$ cat config.mk
export PLATFORM = sky130hd
export DESIGN_NAME = emcr_bank
export DESIGN_NICKNAME = d
export VERILOG_FILES = /design/src/emcr_pkg.sv /design/src/emcr_bank.sv
export SDC_FILE = /design/constraint.sdc
export NUM_CORES = 1
export LEC_CHECK = 0
export ABC_AREA = 0
export BUFFER_PORTS_ARGS = -buffer_cell sky130_fd_sc_hd__buf_2
export CAP_MARGIN = 5
export CELL_PAD_IN_SITES_DETAIL_PLACEMENT = 1
export CELL_PAD_IN_SITES_GLOBAL_PLACEMENT = 1
export CORE_MARGIN = 10
export CORE_UTILIZATION = 47
export CTS_CLUSTER_SIZE = 30
export DETAILED_ROUTE_END_ITERATION = 10
export PLACE_DENSITY_LB_ADDON = 0.12
export SLEW_MARGIN = 30
export SYNTH_ARGS = -nofsm -noshare
export SYNTH_HDL_FRONTEND = slang
export SYNTH_SLANG_ARGS = --single-unit
$ cat constraint.sdc
create_clock -name core_clk -period 4.5 [get_ports core_clk]
set_input_delay 0.225 -clock core_clk [delete_from_list [all_inputs] [get_ports core_clk]]
set_output_delay 0.225 -clock core_clk [all_outputs]
set_load 0.005 [all_outputs]
$ cat src/emcr_pkg.sv
// Constants and types for the metering calibration register bank
package emcr_pkg;

  // Core-side special function register addresses
  localparam logic [7:0] SFR_POINTER   = 8'h91;
  localparam logic [7:0] SFR_DATA_LOW  = 8'h92;
  localparam logic [7:0] SFR_DATA_MID  = 8'h93;
  localparam logic [7:0] SFR_DATA_HIGH = 8'h94;
  localparam int         PTR_WRITE_BIT = 7;

  // Internal register offsets
  localparam logic [6:0] OFS_NO_LOAD   = 7'h0e;
  localparam logic [6:0] OFS_ACCUM     = 7'h0f;
  localparam logic [6:0] OFS_PHASE     = 7'h10;
  localparam logic [6:0] OFS_ZX_TOUT   = 7'h11;
  localparam logic [6:0] OFS_LINE_CYC  = 7'h12;
  localparam logic [6:0] OFS_SAG_CYC   = 7'h13;
  localparam logic [6:0] OFS_SAG_LVL   = 7'h14;
  localparam logic [6:0] OFS_I_PK_LVL  = 7'h15;
  localparam logic [6:0] OFS_V_PK_LVL  = 7'h16;
  localparam logic [6:0] OFS_I_PEAK    = 7'h17;
  localparam logic [6:0] OFS_I_PEAK_RC = 7'h18;
  localparam logic [6:0] OFS_V_PEAK    = 7'h19;
  localparam logic [6:0] OFS_V_PEAK_RC = 7'h1a;
  localparam logic [6:0] OFS_AMP_GAIN  = 7'h1b;
  localparam logic [6:0] OFS_I2_GAIN   = 7'h1c;
  localparam logic [6:0] OFS_W_GAIN    = 7'h1d;
  localparam logic [6:0] OFS_VAR_GAIN  = 7'h1e;
  localparam logic [6:0] OFS_VA_GAIN   = 7'h1f;
  localparam logic [6:0] OFS_W_OFS     = 7'h20;
  localparam logic [6:0] OFS_VAR_OFS   = 7'h21;
  localparam logic [6:0] OFS_IRMS_OFS  = 7'h22;
  localparam logic [6:0] OFS_VRMS_OFS  = 7'h23;
  localparam logic [6:0] OFS_W_DIV     = 7'h24;
  localparam logic [6:0] OFS_VAR_DIV   = 7'h25;
  localparam logic [6:0] OFS_VA_DIV    = 7'h26;
  localparam logic [6:0] OFS_PO1_NUM   = 7'h27;
  localparam logic [6:0] OFS_PO1_DEN   = 7'h28;

  // Values after reset
  localparam logic [7:0]  RST_ZERO8    = 8'h00;
  localparam logic [11:0] RST_ZERO12   = 12'h000;
  localparam logic [15:0] RST_ZERO16   = 16'h0000;
  localparam logic [23:0] RST_PEAK     = 24'h000000;
  localparam logic [7:0]  RST_PHASE    = 8'h40;
  localparam logic [11:0] RST_ZX_TOUT  = 12'hfff;
  localparam logic [15:0] RST_LINE_CYC = 16'hffff;
  localparam logic [7:0]  RST_SAG_CYC  = 8'hff;
  localparam logic [15:0] RST_PK_LVL   = 16'hffff;
  localparam logic [15:0] RST_PO1_DEN  = 16'h003f;

  // Settling time after an internal write: metering clock 819.2 kHz, in tenths of Hz
  localparam longint CORE_CLK_HZ       = 100_000_000;
  localparam longint METER_CLK_DHZ     = 8_192_000;
  localparam longint SETTLE_PERIODS    = 2;
  localparam longint SETTLE_CYC_L      =
    (SETTLE_PERIODS * CORE_CLK_HZ * 10 + METER_CLK_DHZ - 1) / METER_CLK_DHZ;
  localparam logic [8:0] SETTLE_CYC    = 9'(SETTLE_CYC_L);

  typedef struct packed {
    logic [7:0]  no_load_threshold_mode;
    logic [7:0]  accumulation_config;
    logic [7:0]  phase_compensation;
    logic [11:0] zero_cross_timeout;
    logic [15:0] line_cycle_count;
    logic [7:0]  sag_half_cycles;
    logic [15:0] sag_threshold;
    logic [15:0] current_peak_threshold;
    logic [15:0] voltage_peak_threshold;
    logic [7:0]  input_amp_gain;
    logic [11:0] second_current_match_gain;
    logic [11:0] active_power_gain;
    logic [11:0] reactive_power_gain;
    logic [11:0] apparent_power_gain;
    logic [15:0] active_power_offset;
    logic [15:0] reactive_power_offset;
    logic [11:0] current_rms_offset;
    logic [11:0] voltage_rms_offset;
    logic [7:0]  active_energy_divider;
    logic [7:0]  reactive_energy_divider;
    logic [7:0]  apparent_energy_divider;
    logic [15:0] pulse_out_one_numerator;
    logic [15:0] pulse_out_one_denominator;
  } emcr_cfg_s;

  localparam emcr_cfg_s CFG_RESET = '{
    no_load_threshold_mode:    RST_ZERO8,
    accumulation_config:       RST_ZERO8,
    phase_compensation:        RST_PHASE,
    zero_cross_timeout:        RST_ZX_TOUT,
    line_cycle_count:          RST_LINE_CYC,
    sag_half_cycles:           RST_SAG_CYC,
    sag_threshold:             RST_ZERO16,
    current_peak_threshold:    RST_PK_LVL,
    voltage_peak_threshold:    RST_PK_LVL,
    input_amp_gain:            RST_ZERO8,
    second_current_match_gain: RST_ZERO12,
    active_power_gain:         RST_ZERO12,
    reactive_power_gain:       RST_ZERO12,
    apparent_power_gain:       RST_ZERO12,
    active_power_offset:       RST_ZERO16,
    reactive_power_offset:     RST_ZERO16,
    current_rms_offset:        RST_ZERO12,
    voltage_rms_offset:        RST_ZERO12,
    active_energy_divider:     RST_ZERO8,
    reactive_energy_divider:   RST_ZERO8,
    apparent_energy_divider:   RST_ZERO8,
    pulse_out_one_numerator:   RST_ZERO16,
    pulse_out_one_denominator: RST_PO1_DEN
  };

endpackage

$ cat src/emcr_bank.sv
// Indirectly addressed metering calibration register bank
// Notes on behaviour
// RL1: Pointer write, top bit clear, loads data bytes
// RL2: One-byte register read zeroes middle and high bytes
// RL3: Busy flag marks a settle time after each internal write; the core waits only when asked
// RL4: Pointer write, top bit set, stores data bytes
// RL5: No-load mode: 8 bits, read-write, reset zero
// RL6: Accumulation config: 8 bits, read-write, reset zero
// RL7: Phase compensation: 8 bits signed, reset 0x40
// RL8: Zero-cross timeout: 12 bits, reset all ones
// RL9: Line cycle count: 16 bits, reset 0xffff
// RL10: Sag half cycles: 8 bits, reset 0xff
// RL11: Sag threshold: 16 bits, reset zero
// RL12: Peak thresholds: 16 bits each, reset 0xffff
// RL13: Current peak alias reads without clearing
// RL14: Current peak clearing alias reads, then zeroes
// RL15: Voltage peak alias reads without clearing
// RL16: Voltage peak clearing alias reads, then zeroes
// RL17: Amplifier gain: 8 bits, read-write, reset zero
// RL18: Second current match gain: 12 bits signed
// RL19: Three power gains: 12 bits signed, zero
// RL20: Two power offsets: 16 bits signed, zero
// RL21: Two rms offsets: 12 bits signed, zero
// RL22: Three energy dividers: 8 bits, zero
// RL23: Pulse output numerator: 16 bits, zero
// RL24: Pulse output denominator: 16 bits, 0x003f
`timescale 1ns/1ps
`default_nettype none

module emcr_bank
  import emcr_pkg::*;
(
  // Clock and reset
  input  wire logic        core_clk,
  input  wire logic        nrst,
  // Core special function register port
  input  wire logic        sfr_wr,
  input  wire logic        sfr_rd,
  input  wire logic [7:0]  sfr_addr,
  input  wire logic [7:0]  sfr_wdata,
  output var  logic [7:0]  sfr_rdata,
  // Peak samples from the metering datapath
  input  wire logic        cur_sample_valid,
  input  wire logic [23:0] cur_sample,
  input  wire logic        volt_sample_valid,
  input  wire logic [23:0] volt_sample,
  // Configuration to the metering datapath
  output var  emcr_cfg_s   cfg,
  output var  logic [23:0] current_peak,
  output var  logic [23:0] voltage_peak,
  output var  logic        write_settle_busy
);

  logic [7:0]  pointer;
  logic [7:0]  data_low;
  logic [7:0]  data_mid;
  logic [7:0]  data_high;
  logic [8:0]  settle_cnt;
  logic        ptr_wr;
  logic        int_read;
  logic        int_write;
  logic [6:0]  int_addr;
  logic [23:0] wr_word;
  logic [23:0] rd_value;
  logic        rd_one_byte;
  logic        clr_cur;
  logic        clr_volt;

  assign ptr_wr    = sfr_wr && (sfr_addr == SFR_POINTER);
  assign int_read  = ptr_wr && !sfr_wdata[PTR_WRITE_BIT];
  assign int_write = ptr_wr && sfr_wdata[PTR_WRITE_BIT];
  assign int_addr  = sfr_wdata[6:0];
  assign wr_word   = {data_high, data_mid, data_low};
  assign clr_cur   = int_read && (int_addr == OFS_I_PEAK_RC);
  assign clr_volt  = int_read && (int_addr == OFS_V_PEAK_RC);

  // Read mux; unmapped offsets read as zero, narrow values zero-padded
  always_comb begin
    rd_value    = 24'h000000;
    rd_one_byte = 1'b0;
    case (int_addr)
      OFS_NO_LOAD:   begin
        rd_value    = {16'h0000, cfg.no_load_threshold_mode};
        rd_one_byte = 1'b1;
      end
      OFS_ACCUM:     begin
        rd_value    = {16'h0000, cfg.accumulation_config};
        rd_one_byte = 1'b1;
      end
      OFS_PHASE:     begin
        rd_value    = {16'h0000, cfg.phase_compensation};
        rd_one_byte = 1'b1;
      end
      OFS_ZX_TOUT:   rd_value = {12'h000, cfg.zero_cross_timeout};
      OFS_LINE_CYC:  rd_value = {8'h00, cfg.line_cycle_count};
      OFS_SAG_CYC:   begin
        rd_value    = {16'h0000, cfg.sag_half_cycles};
        rd_one_byte = 1'b1;
      end
      OFS_SAG_LVL:   rd_value = {8'h00, cfg.sag_threshold};
      OFS_I_PK_LVL:  rd_value = {8'h00, cfg.current_peak_threshold};
      OFS_V_PK_LVL:  rd_value = {8'h00, cfg.voltage_peak_threshold};
      OFS_I_PEAK,
      OFS_I_PEAK_RC: rd_value = current_peak;
      OFS_V_PEAK,
      OFS_V_PEAK_RC: rd_value = voltage_peak;
      OFS_AMP_GAIN:  begin
        rd_value    = {16'h0000, cfg.input_amp_gain};
        rd_one_byte = 1'b1;
      end
      OFS_I2_GAIN:   rd_value = {12'h000, cfg.second_current_match_gain};
      OFS_W_GAIN:    rd_value = {12'h000, cfg.active_power_gain};
      OFS_VAR_GAIN:  rd_value = {12'h000, cfg.reactive_power_gain};
      OFS_VA_GAIN:   rd_value = {12'h000, cfg.apparent_power_gain};
      OFS_W_OFS:     rd_value = {8'h00, cfg.active_power_offset};
      OFS_VAR_OFS:   rd_value = {8'h00, cfg.reactive_power_offset};
      OFS_IRMS_OFS:  rd_value = {12'h000, cfg.current_rms_offset};
      OFS_VRMS_OFS:  rd_value = {12'h000, cfg.voltage_rms_offset};
      OFS_W_DIV:     begin
        rd_value    = {16'h0000, cfg.active_energy_divider};
        rd_one_byte = 1'b1;
      end
      OFS_VAR_DIV:   begin
        rd_value    = {16'h0000, cfg.reactive_energy_divider};
        rd_one_byte = 1'b1;
      end
      OFS_VA_DIV:    begin
        rd_value    = {16'h0000, cfg.apparent_energy_divider};
        rd_one_byte = 1'b1;
      end
      OFS_PO1_NUM:   rd_value = {8'h00, cfg.pulse_out_one_numerator};
      OFS_PO1_DEN:   rd_value = {8'h00, cfg.pulse_out_one_denominator};
      default:       rd_value = 24'h000000;
    endcase
  end

  // Pointer and data bytes; an internal read overwrites core-written data
  always_ff @(posedge core_clk or negedge nrst) begin
    if (!nrst) begin
      pointer   <= 8'h00;
      data_low  <= 8'h00;
      data_mid  <= 8'h00;
      data_high <= 8'h00;
    end else if (int_read) begin
      pointer   <= sfr_wdata;
      data_low  <= rd_value[7:0];                            // [RL1]
      data_mid  <= rd_one_byte ? 8'h00 : rd_value[15:8];     // [RL2]
      data_high <= rd_one_byte ? 8'h00 : rd_value[23:16];    // [RL2]
    end else if (sfr_wr) begin
      case (sfr_addr)
        SFR_POINTER:   pointer   <= sfr_wdata;
        SFR_DATA_LOW:  data_low  <= sfr_wdata;
        SFR_DATA_MID:  data_mid  <= sfr_wdata;
        SFR_DATA_HIGH: data_high <= sfr_wdata;
        default:       pointer   <= pointer;
      endcase
    end
  end

  // Core readback, one cycle after the read strobe
  always_ff @(posedge core_clk or negedge nrst) begin
    if (!nrst) begin
      sfr_rdata <= 8'h00;
    end else if (sfr_rd) begin
      case (sfr_addr)
        SFR_POINTER:   sfr_rdata <= pointer;
        SFR_DATA_LOW:  sfr_rdata <= data_low;
        SFR_DATA_MID:  sfr_rdata <= data_mid;
        SFR_DATA_HIGH: sfr_rdata <= data_high;
        default:       sfr_rdata <= 8'h00;
      endcase
    end
  end

  // Internal writes; peak aliases and unmapped offsets ignore them
  always_ff @(posedge core_clk or negedge nrst) begin
    if (!nrst) begin
      cfg <= CFG_RESET;                                      // [RL5] [RL6] [RL7] [RL24]
    end else if (int_write) begin                            // [RL4]
      case (int_addr)
        OFS_NO_LOAD:  cfg.no_load_threshold_mode    <= wr_word[7:0];   // [RL5]
        OFS_ACCUM:    cfg.accumulation_config       <= wr_word[7:0];   // [RL6]
        OFS_PHASE:    cfg.phase_compensation        <= wr_word[7:0];   // [RL7]
        OFS_ZX_TOUT:  cfg.zero_cross_timeout        <= wr_word[11:0];  // [RL8]
        OFS_LINE_CYC: cfg.line_cycle_count          <= wr_word[15:0];  // [RL9]
        OFS_SAG_CYC:  cfg.sag_half_cycles           <= wr_word[7:0];   // [RL10]
        OFS_SAG_LVL:  cfg.sag_threshold             <= wr_word[15:0];  // [RL11]
        OFS_I_PK_LVL: cfg.current_peak_threshold    <= wr_word[15:0];  // [RL12]
        OFS_V_PK_LVL: cfg.voltage_peak_threshold    <= wr_word[15:0];  // [RL12]
        OFS_AMP_GAIN: cfg.input_amp_gain            <= wr_word[7:0];   // [RL17]
        OFS_I2_GAIN:  cfg.second_current_match_gain <= wr_word[11:0];  // [RL18]
        OFS_W_GAIN:   cfg.active_power_gain         <= wr_word[11:0];  // [RL19]
        OFS_VAR_GAIN: cfg.reactive_power_gain       <= wr_word[11:0];  // [RL19]
        OFS_VA_GAIN:  cfg.apparent_power_gain       <= wr_word[11:0];  // [RL19]
        OFS_W_OFS:    cfg.active_power_offset       <= wr_word[15:0];  // [RL20]
        OFS_VAR_OFS:  cfg.reactive_power_offset     <= wr_word[15:0];  // [RL20]
        OFS_IRMS_OFS: cfg.current_rms_offset        <= wr_word[11:0];  // [RL21]
        OFS_VRMS_OFS: cfg.voltage_rms_offset        <= wr_word[11:0];  // [RL21]
        OFS_W_DIV:    cfg.active_energy_divider     <= wr_word[7:0];   // [RL22]
        OFS_VAR_DIV:  cfg.reactive_energy_divider   <= wr_word[7:0];   // [RL22]
        OFS_VA_DIV:   cfg.apparent_energy_divider   <= wr_word[7:0];   // [RL22]
        OFS_PO1_NUM:  cfg.pulse_out_one_numerator   <= wr_word[15:0];  // [RL23]
        OFS_PO1_DEN:  cfg.pulse_out_one_denominator <= wr_word[15:0];  // [RL24]
        default:      cfg <= cfg;
      endcase
    end
  end

  // Peak capture; a sample arriving with a clearing read survives it
  always_ff @(posedge core_clk or negedge nrst) begin
    if (!nrst) begin
      current_peak <= RST_PEAK;
    end else if (clr_cur) begin
      current_peak <= cur_sample_valid ? cur_sample : RST_PEAK;          // [RL14]
    end else if (cur_sample_valid && (cur_sample > current_peak)) begin  // [RL13]
      current_peak <= cur_sample;
    end
  end

  always_ff @(posedge core_clk or negedge nrst) begin
    if (!nrst) begin
      voltage_peak <= RST_PEAK;
    end else if (clr_volt) begin
      voltage_peak <= volt_sample_valid ? volt_sample : RST_PEAK;          // [RL16]
    end else if (volt_sample_valid && (volt_sample > voltage_peak)) begin  // [RL15]
      voltage_peak <= volt_sample;
    end
  end

  // Busy flag models the metering clock crossing; it does not block the core
  always_ff @(posedge core_clk or negedge nrst) begin
    if (!nrst) begin
      settle_cnt        <= 9'h000;
      write_settle_busy <= 1'b0;
    end else if (int_write) begin
      settle_cnt        <= SETTLE_CYC;                       // [RL3]
      write_settle_busy <= 1'b1;
    end else if (settle_cnt != 9'h000) begin
      settle_cnt        <= settle_cnt - 9'h001;
      write_settle_busy <= (settle_cnt != 9'h001);
    end
  end
endmodule

`default_nettype wire

==> out/qor.txt, run 1 <==
Primary FF master, synth: dfrtp_1
Placed cell areas: 21300 µm²
Pint: 6490 µW
CP max FO: 28
Io pins: 403
Final Wtd Congestion: 0.970
Pleak: 0.0117 µW
Clock Pin Slew Worst Setup and Hold Paths: 0.06 ns
Final core occ: 58.9%
H-tree Lvls: 2
Worst R2R Start: current_peak[15]$_DFFE_PN0P_
Syn Area/Cell: 11.7 µm²
Hold Path Origin: sfr_wdata[7]
Post-DP HPWL: 62100 µm
Post-Place Setup Slack: 0.926 ns
Met3 WL: 9190 µm
DRC: 0
Worst hold path class: input pin to flop
DRT Pass-1 Iters: 6
Hold_ws: 0.0332 ns
Vias per inst: 6.45
Switching Share: 31.1%
Cts repair resizes: 0
Worst EP arrival: 3.59 ns
Synth area leaders: dfrtp_1, mux2_2, dfstp_2, ha_1, a22o_1
# setup viols final: 0
Port bufs: 402
Share of total power in combinational logic: 17.8%
Global Route Usage Sum: 34.6%
Die ar.: 48200 µm²
EDFF count, synth: 0
Worst r2r path cells: 8
Die X: 219 µm
Mapped Cells: 1593
Met2 wire length: 39100 µm
Vias in the first global route: 17400
Wl on met1: 32600 µm
Worst Setup Start Kind: input pin
Final Skew: 0.0277 ns
Slew margin rel.: 26.6%
Row cnt: 73
Synthesized Nets: 1713
Initial drt markers: 1968
Total wire length: 85300 µm
WHS Path Cells: 3
Net switching power figure: 2920 µW
Synth Register Bits: 374
Final Hold Viols: 0
Async SR Flop Fraction: 100%
Post-CTS Hold Buffers: 51
Power share of the clock group: 38.4%
CTS root buffer: clkbuf_16
Worst Tran Pin Value: 1.10 ns
Yosys warns: 0
Starting Density: 47.3%
Setup TNS: 0 ns
Critical path class: input pin to flop
Synth top area share: 40.0%
Worst Hold End: data_mid[7]$_DFFE_PN0P_
Post-synthesis sequential area ratio: 50.5%
Clock tree buffer depth: 3
Clk_lat worst skew: 0.60 ns
Fmax: 321 MHz
Largest net degree at the start of global routing: 127
First-pass GRT wire length: 123000 µm
Unrepaired setup endpoints after global routing: false
Pwr Density: 404 nW/µm²
Seq pwr share: 43.8%
# clock sinks: 374
Antenna Nets Post-Route: 0
Fin crit share: 69.1%
Cell taking the most area after synthesis: dfrtp_1
Top sig layer: met5
Post-CTS setup buffer count: 0
Outcome: finished, final reports clean
Slew Viols, Final: 0
CTS tree: yes
Period minus WS final: 3.11 ns
Area Growth Syn to Fin: 24.7%
Mapped Area: 18700 µm²
Core Area: 39500 µm²
Critical path required time: 4.98 ns
Initial antenna violation count: 2
Yosys cell types: 75
Flop2flop setup slack: 1.47 ns
Endpoint type of the worst setup path: flop
Num CTS Buffers: 43
Final WS setup: 1.39 ns
Reg-to-reg endpoint: current_peak[21]$_DFFE_PN0P_
GRT overflow: 0
Vias: 16600
Max-cap violations: 0
Chip height: 219 µm
Fraction of layout cells with a size suffix above 1: 44.4%
Peak supply drop: 307 µV
Fin area: 23300 µm²
Routed len/inst: 33.1 µm
Nets: 2139
-- metrics by stage --
step / total power, µW / std cells
floorplan: 4850 / 1593
global placement: 5680 / 2447
detailed placement: 5760 / 2447
CTS: 9390 / 2578
global route: 9790 / 2579
finish: 9410 / 2580
-- kinds of logic after synthesis --
logic type	count (synthesis)	share of synthesized area, %
buffers and inverters	181	3.84
XOR/XNOR	6	0.281
AO/OA/AOI/OAI	381	15.1
multiplexers	324	19.3
adder cells (fa/ha/maj)	50	3.35
flip-flops	374	50.5
AND/OR/NAND/NOR	277	7.56
-- power groups by stage --
| stage | clock [µW] | sequential, µW | combinational (µW) |
|---|---|---|---|
| 3_5_place_dp | 0 | 4160 | 1600 |
| 6_report | 3620 | 4120 | 1670 |
| 5_1_grt | 3780 | 4150 | 1860 |
| 3_3_place_gp | 0 | 4150 | 1530 |
| 4_1_cts | 3630 | 4110 | 1650 |
| 2_1_floorplan | 0 | 3920 | 930 |
-- worst max-delay path, cell delays in order --
cell and delay (ns):
buf_2 0.55, nor4b_1 0.87, nor2b_1 0.60, nand2_1 0.77, mux2_2 0.53
-- sequential cells by signal, indices dropped and copies added (netlist names) --
| signal | count |
|---|---|
| voltage_peak | 24 |
| write_settle_busy | 1 |
| settle_cnt | 9 |
| current_peak | 24 |
| sfr_rdata | 8 |
| cfg | 276 |
| pointer | 8 |
| data_high | 8 |
| data_mid | 8 |
| data_low | 8 |
-- metal layers --
layer | up-vias | global-route usage (%)
met4 | 2 | 17.5
li1 | 6848 | -
met3 | 199 | 9.95
met2 | 1005 | 54.3
met1 | 8588 | 43.0
met5 | - | 0
-- worst max path at each step --
| stage | startpoint | to | slack (ns) | depth (start not counted) |
|---|---|---|---|---|
| detailed placement | sfr_wdata[3] | cfg[10]$_DFFE_PN0P_ | 0.93 | 5 |
| CTS | voltage_peak[3]$_DFFE_PN0P_ | voltage_peak[14]$_DFFE_PN0P_ | 1.11 | 8 |
| global route | current_peak[23]$_DFFE_PN0P_ | current_peak[23]$_DFFE_PN0P_ | 1.26 | 8 |
| global placement | sfr_wdata[3] | cfg[13]$_DFFE_PN0P_ | 0.98 | 5 |
| finish | sfr_wdata[3] | cfg[9]$_DFFE_PN0P_ | 1.39 | 5 |
| floorplan | sfr_wdata[0] | data_mid[2]$_DFFE_PN0P_ | 2.08 | 10 |
-- cells in the mapped netlist, types with 9 or more instances --
library cell / count
a211oi_1: 9
nor2_1: 45
ha_1: 50
dfrtp_1: 299
buf_1: 17
a21oi_1: 57
nand4_1: 10
a22oi_1: 53
buf_2: 13
a32oi_1: 13
nor3_1: 28
a31oi_1: 18
and3_1: 11
inv_1: 63
nor4_1: 10
a21o_1: 13
o21ai_0: 44
a221oi_1: 29
nor2b_1: 14
nand3_1: 42
nand2b_1: 11
mux2i_1: 26
mux2_2: 298
a22o_1: 66
clkbuf_1: 85
dfstp_2: 75
nand2_1: 70
-- final cells by class --
class                      instances  area, µm²
tap                              525        657
sequential                       374       9460
clock buffer                      68       1290
fill                            4214      16200
antenna                            1       2.50
multi-input combinational       1038       8570
timing repair buffer             499       2940
clock inverter                    12        154
inverter                          63        236
-- cells in the final DEF, fill, tap and decap left out, types with 28 or more instances in the layout --
cell,instances
buf_2,401
mux2_2,298
dfrtp_1,291
dfstp_2,75
nand2_1,70
a22o_1,66
inv_1,63
a21oi_1,57
a22oi_1,53
dlygate4sd3_1,51
ha_1,50
nor2_1,45
o21ai_0,44
clkbuf_16,44
nand3_1,42
buf_4,42
a221oi_1,29
nor3_1,28
(Power assumes the default switching activity.)
==> run 2, diff against run 1 <==
--- a/config.mk
+++ b/config.mk
@@ -5,13 +5,13 @@
 export SDC_FILE = /design/constraint.sdc
 export NUM_CORES = 1
 export LEC_CHECK = 0
-export ABC_AREA = 0
+export ABC_AREA = 1
 export BUFFER_PORTS_ARGS = -buffer_cell sky130_fd_sc_hd__buf_2
 export CAP_MARGIN = 5
 export CELL_PAD_IN_SITES_DETAIL_PLACEMENT = 1
 export CELL_PAD_IN_SITES_GLOBAL_PLACEMENT = 1
 export CORE_MARGIN = 10
-export CORE_UTILIZATION = 47
+export CORE_UTILIZATION = 40
 export CTS_CLUSTER_SIZE = 30
 export DETAILED_ROUTE_END_ITERATION = 10
 export PLACE_DENSITY_LB_ADDON = 0.12
==> constraint.sdc (replaced) <==
create_clock -name core_clk -period 3.23 [get_ports core_clk]
set_input_delay 0.1615 -clock core_clk [delete_from_list [all_inputs] [get_ports core_clk]]
set_output_delay 0.1615 -clock core_clk [all_outputs]
set_load 0.005 [all_outputs]
==> out/qor.txt, run 2 <==
Outcome: finished, final reports clean
Initial drt markers: 1636 (-17%)
Synth top area share: 39.3% (-0.66 points)
Final core occ: 50.4% (-8.5 points)
Vias per inst: 5.50 (-15%)
Clock tree buffer depth: 3 (unchanged)
Cts repair resizes: 0 (unchanged)
Synth Register Bits: 374 (unchanged)
Slowest cell on the critical path: nor2_4
Synthesized Nets: 2593 (+51%)
Post-synthesis sequential area ratio: 49.7% (-0.84 points)
Post-DP HPWL: 65200 µm (+4.9%)
Critical path class: input pin to flop
Nets: 3015 (+41%)
Final Wtd Congestion: 0.926 (-4.5%)
Endpoint type of the worst setup path: flop
Flop2flop setup slack: 0.66 ns (-0.81 ns)
Global Route Usage Sum: 30.3% (-4.3 points)
Count leader, synth: nand2_1
Mapped Area: 19000 µm² (+1.7%)
First-pass GRT wire length: 132000 µm (+7.3%)
Post-CTS Hold Buffers: 54 (+5.9%)
Unrepaired setup endpoints after global routing: false
Fin crit share: 86.4%
Top Family by Delay on Critical Path: simple AND/OR/NAND/NOR gates
Area Growth Syn to Fin: 23.9%
Largest net degree at the start of global routing: 97 (-24%)
Cell taking the most area after synthesis: dfrtp_1
Starting Density: 40.7% (-6.6 points)
Yosys warns: 0 (unchanged)
Fin area: 23600 µm² (+1.1%)
Most frequent cells in the layout: nand2_1, buf_2, dfrtp_1
# clock sinks: 374 (unchanged)
Period minus WS final: 2.79 ns
Clock Pin Slew Worst Setup and Hold Paths: 0.06 ns (about the same)
Vias: 19500 (+17%)
Largest stage delay on the critical path: 0.63 ns (-0.24 ns)
Biggest register: cfg
Slew Viols, Final: 0 (unchanged)
Clk_lat worst skew: 0.58 ns (-0.02 ns)
CTS tree: yes
Final Skew: 0.0148 ns (-0.0129 ns)
Max reg flops: 276 (unchanged)
EDFF count, synth: 0 (unchanged)
Fmax: 358 MHz
H-tree Lvls: 2 (unchanged)
Syn Area/Cell: 7.69 µm² (-34%)
Row cnt: 79 (+8.2%)
Worst Tran Pin Value: 0.947 ns (-0.152 ns)
Fraction of layout cells with a size suffix above 1: 21.7% (-23 points)
Chip height: 238 µm (+8.5%)
Worst EP arrival: 3.26 ns (-0.33 ns)
CP bufs+invs: 3 (+2)
Commonest non-fill, non-tap cell in the layout: nand2_1
Primary FF master, synth: dfrtp_1
Num CTS Buffers: 43 (unchanged)
Io pins: 403 (unchanged)
Async SR Flop Fraction: 100% (unchanged)
CP Cell Sequence: dlygate4sd3_1 -> buf_2 -> inv_2 -> nand3_1 -> nor2_4 -> nand3_4 -> nor2_4 -> nor2_1 -> nand2_1 -> nand2_1
Pleak: 0.0123 µW (+5.2%)
Initial antenna violation count: 2 (unchanged)
Critical path required time: 3.70 ns (-1.28 ns)
Largest registers: cfg: 276 flops, current_peak: 24 flops, voltage_peak: 24 flops
Routed len/inst: 24.7 µm (-25%)
Final Hold Viols: 0 (unchanged)
Vias in the first global route: 20700 (+19%)
Die X: 238 µm (+8.5%)
Pwr Density: 554 nW/µm² (+37%)
Mapped Cells: 2473 (+55%)
Core Area: 46800 µm² (+18%)
GRT overflow: 0 (unchanged)
# setup viols final: 0 (unchanged)
Worst hold path class: input pin to flop
CP max FO: 26 (-7.1%)
CTS root buffer: clkbuf_16
Top post-synthesis cells by count: nand2_1, dfrtp_1, o21ai_0
Hold_ws: 0.0261 ns (-0.00706 ns)
Die ar.: 56700 µm² (+18%)
DRT Pass-1 Iters: 6 (unchanged)
Yosys cell types: 40 (-47%)
Peak supply drop: 392 µV (+28%)
Synth area leaders: dfrtp_1, nand2_1, dfstp_2, o21ai_0, nand3_1
Setup TNS: 0 ns (unchanged)
Antenna Nets Post-Route: 0 (unchanged)
Slew margin rel.: 36.8% (+10 points)
DRC: 0 (unchanged)
Port bufs: 402 (unchanged)
Placed cell areas: 21600 µm² (+1.3%)
Worst Setup Start Kind: input pin
Post-CTS setup buffer count: 0 (unchanged)
Total wire length: 87500 µm (+2.6%)
Max-cap violations: 0 (unchanged)
-- run 2: routing by layer --
metal | global-route usage [%] | wire length, µm
met3 | 6.85 | 6660
met4 | 9.83 | 2630
met1 | 39.1 | 37100
met2 | 49.8 | 41100
met5 | 0 | 0
-- run 2: power by group --
part           internal [µW]  switching, µW  total, µW
clock                   2950           2060       5010
sequential              5060            449       5510
combinational            910           1630       2540
total                   8920           4140      13100
-- run 2: final cells by class --
type                            count  area, µm²
Timing Repair Buffer              497       2920
Multi-Input combinational cell   1788       8290
Inverter                          191        717
Sequential cell                   374       9450
Clock buffer                       71       1320
Tap cell                          607        759
Antenna cell                        2       5.00
Fill cell                        5925      23200
Clock inverter                      8       95.1
-- run 2: worst min-delay path: cells and delay by family --
kind            cells  cell delay (ns)
compound gates      1             0.09
buf+inv             2             0.29
-- run 2: cells by family after synthesis --
group,Yosys count,share of synthesized area (%)
compound gates,404,11.0
xor+xnor,1,0.0461
fa+ha+maj,50,3.29
buf+inv,311,6.74
flops,374,49.7
mux,1,0.0526
simple gates,1332,29.2
-- run 2: stage by stage --
| step | std cells | power (µW) | worst slack, ns |
|---|---|---|---|
| 2_1_floorplan | 2473 | 6780 | 1.23 |
| 3_3_place_gp | 3403 | 7940 | 0.540 |
| 3_5_place_dp | 3403 | 8070 | 0.481 |
| 4_1_cts | 3536 | 13100 | 0.459 |
| 5_1_grt | 3538 | 13700 | 0.207 |
| 6_report | 3538 | 13100 | 0.439 |
-- run 2: path summary, 6_finish.rpt --
check | from | end | depth (start not counted)
setup / recovery | sfr_wdata[6] | voltage_peak[4]$_DFFE_PN0P_ | 10
hold / removal | sfr_wdata[1] | pointer[1]$_DFFE_PN0P_ | 3
setup reg to reg | current_peak[23]$_DFFE_PN0P_ | current_peak[21]$_DFFE_PN0P_ | 13
hold reg to reg | data_mid[2]$_DFFE_PN0P_ | data_mid[2]$_DFFE_PN0P_ | 2
max in group asynchronous | nrst | cfg[195]$_DFFE_PN1P_ | 3
min in group asynchronous | nrst | cfg[153]$_DFFE_PN0P_ | 2
==> run 3, diff against run 2 <==
--- a/config.mk
+++ b/config.mk
@@ -11,7 +11,7 @@
 export CELL_PAD_IN_SITES_DETAIL_PLACEMENT = 1
 export CELL_PAD_IN_SITES_GLOBAL_PLACEMENT = 1
 export CORE_MARGIN = 10
-export CORE_UTILIZATION = 40
+export CORE_UTILIZATION = 43
 export CTS_CLUSTER_SIZE = 30
 export DETAILED_ROUTE_END_ITERATION = 10
 export PLACE_DENSITY_LB_ADDON = 0.12
==> constraint.sdc (replaced) <==
create_clock -name core_clk -period 3.5 [get_ports core_clk]
set_input_delay 0.175 -clock core_clk [delete_from_list [all_inputs] [get_ports core_clk]]
set_output_delay 0.175 -clock core_clk [all_outputs]
set_load 0.005 [all_outputs]
==> out/qor.txt, run 3 (same netlist as run 2, synthesis figures left out) <==
Placed cell areas: 21600 µm² (-0.23%)
Fmax: 362 MHz
Largest registers: cfg: 276 flops, current_peak: 24 flops, voltage_peak: 24 flops
Power Total: 12100 µW (-7.5%)
Critical path class: input pin to flop
Switching Share: 32.1% (+0.37 points)
Peak supply drop: 294 µV (-25%)
Vias in the first global route: 20400 (-1.4%)
Port bufs: 402 (unchanged)
Endpoint type of the worst setup path: flop
Final Wtd Congestion: 0.948 (+2.3%)
Share of total power in combinational logic: 20.0% (+0.5 points)
Critical path required time: 4.00 ns (+0.30 ns)
Die X: 230 µm (-3.3%)
Antenna Nets Post-Route: 0 (unchanged)
Worst EP arrival: 3.26 ns (about the same)
Fin area: 23500 µm² (-0.30%)
Slew margin rel.: 37.9% (+1.1 points)
Post-DP HPWL: 64400 µm (-1.2%)
Outcome: finished, final reports clean
Most frequent cells in the layout: nand2_1, buf_2, dfrtp_1
Post-CTS setup buffer count: 0 (unchanged)
Vias per inst: 5.58 (+1.3%)
Core Area: 43400 µm² (-7.3%)
Chip height: 230 µm (-3.3%)
Pleak: 0.0123 µW (-0.28%)
Commonest non-fill, non-tap cell in the layout: nand2_1
H-tree Lvls: 2 (unchanged)
Global Route Usage Sum: 32.1% (+1.7 points)
Pwr Density: 514 nW/µm² (-7.2%)
CP max FO: 26 (unchanged)
Worst Setup Start Kind: input pin
Row cnt: 76 (-3.8%)
GRT overflow: 0 (unchanged)
Fin crit share: 78.8%
Clock Pin Slew Worst Setup and Hold Paths: 0.07 ns (about the same)
Die ar.: 53000 µm² (-6.4%)
Total wire length: 87400 µm (-0.13%)
Period minus WS final: 2.76 ns
Setup TNS: 0 ns (unchanged)
Max-cap violations: 0 (unchanged)
Unrepaired setup endpoints after global routing: false
CTS tree: yes
Cts repair resizes: 0 (unchanged)
Io pins: 403 (unchanged)
# clock sinks: 374 (unchanged)
Area Growth Syn to Fin: 23.6%
Fraction of layout cells with a size suffix above 1: 21.6% (-0.15 points)
Worst Tran Pin Value: 0.930 ns (-0.0169 ns)
First-pass GRT wire length: 131000 µm (-0.60%)
Initial drt markers: 1696 (+3.7%)
Initial antenna violation count: 7 (+5)
Starting Density: 43.9% (+3.2 points)
Vias: 19600 (+0.63%)
Final Skew: 0.0201 ns (+0.00533 ns)
# setup viols final: 0 (unchanged)
Slew Viols, Final: 0 (unchanged)
CTS root buffer: clkbuf_16
Largest net degree at the start of global routing: 99 (+2.1%)
Seq pwr share: 42.1% (about the same)
Net switching power figure: 3880 µW (-6.4%)
Clock tree buffer depth: 3 (unchanged)
Clk_lat worst skew: 0.58 ns (about the same)
Worst hold path class: input pin to flop
Routed len/inst: 24.9 µm (+0.58%)
DRC: 0 (unchanged)
Final Hold Viols: 0 (unchanged)
DRT Pass-1 Iters: 5 (-1)
Biggest register: cfg
Pint: 8210 µW (-8.0%)
Num CTS Buffers: 42 (-2.3%)
Max reg flops: 276 (unchanged)
Power share of the clock group: 37.9% (-0.5 points)
Nets: 3008 (-0.23%)
-- run 3: changes by cell type in the layout (fill, tap and decap cells not counted) --
| cell | delta |
|---|---|
| buf_4 | -6 |
| diode_2 | +5 |
| clkbuf_8 | +3 |
| clkinv_2 | -3 |
| clkbuf_16 | -2 |
| buf_12 | +1 |
| clkinvlp_4 | -1 |
| dlygate4sd3_1 | -1 |
| inv_6 | +1 |
| nor2_1 | -1 |
| nor2_2 | +1 |
-- run 3: final cells by class --
| type | count | area (µm²) |
|---|---|---|
| Antenna cell | 7 | 17.5 |
| Multi-Input combinational cell | 1788 | 8300 |
| Inverter | 191 | 717 |
| Clock buffer | 72 | 1320 |
| Clock inverter | 5 | 81.3 |
| Sequential cell | 374 | 9450 |
| Timing Repair Buffer | 491 | 2890 |
| Fill cell | 5530 | 19900 |
| Tap cell | 585 | 732 |
-- run 3: per-stage QoR --
stage / hold WS [ns] / setup slack [ns] / cells / utilization [%]
3_5_place_dp: 0.303 / 0.692 / 3376 / 49.7
5_1_grt: 0.0116 / 0.544 / 3513 / 54.2
2_1_floorplan: -0.121 / 1.50 / 2473 / -
3_3_place_gp: 0.299 / 0.793 / 3376 / 49.7
4_1_cts: 0.00220 / 0.826 / 3506 / 54.1
6_report: 0.0415 / 0.741 / 3513 / 54.2
-- run 3: layer usage --
layer  up-vias  routed length, µm  global-route usage, %
li1       8789                  -                      -
met2       744              41300                   52.2
met1      9909              36900                   41.6
met4         0               2830                   11.3
met5         -                  0                      0
met3       148               6340                   6.69
-- run 3: final timing paths --
kind	start	cells after the start	slack [ns]	to
hold reg to reg	data_mid[2]$_DFFE_PN0P_	2	0.48	data_mid[2]$_DFFE_PN0P_
hold / removal	sfr_wdata[7]	3	0.04	data_low[7]$_DFFE_PN0P_
setup / recovery	sfr_wdata[5]	10	0.74	voltage_peak[0]$_DFFE_PN0P_
min in group asynchronous	nrst	2	0.26	cfg[137]$_DFFE_PN0P_
max in group asynchronous	nrst	3	2.23	cfg[249]$_DFFE_PN1P_
setup reg to reg	current_peak[23]$_DFFE_PN0P_	13	0.76	current_peak[14]$_DFFE_PN0P_
-- run 3: critical path: stages --
cell,delay (ns)
dlygate4sd3_1,0.56
buf_2,0.19
inv_2,0.08
nand3_1,0.06
buf_4,0.21
nor2_4,0.44
nand3_4,0.38
nand2_1,0.81
nand2_1,0.19
nand2_1,0.13
-- run 3: repair_timing --
item,in CTS,in global routing
endpoints found under the setup margin,0,0
hold buffers,53,0
endpoints found under the hold margin,136,0
-- run 3: power groups by stage --
stage | Combinational [µW] | Clock (µW) | Sequential, µW
after floorplan | 1240 | 0 | 5020
after global placement | 2150 | 0 | 5130
after detailed placement | 2290 | 0 | 5140
after CTS | 2360 | 4610 | 5070
after global routing | 2680 | 4770 | 5120
final | 2420 | 4580 | 5090
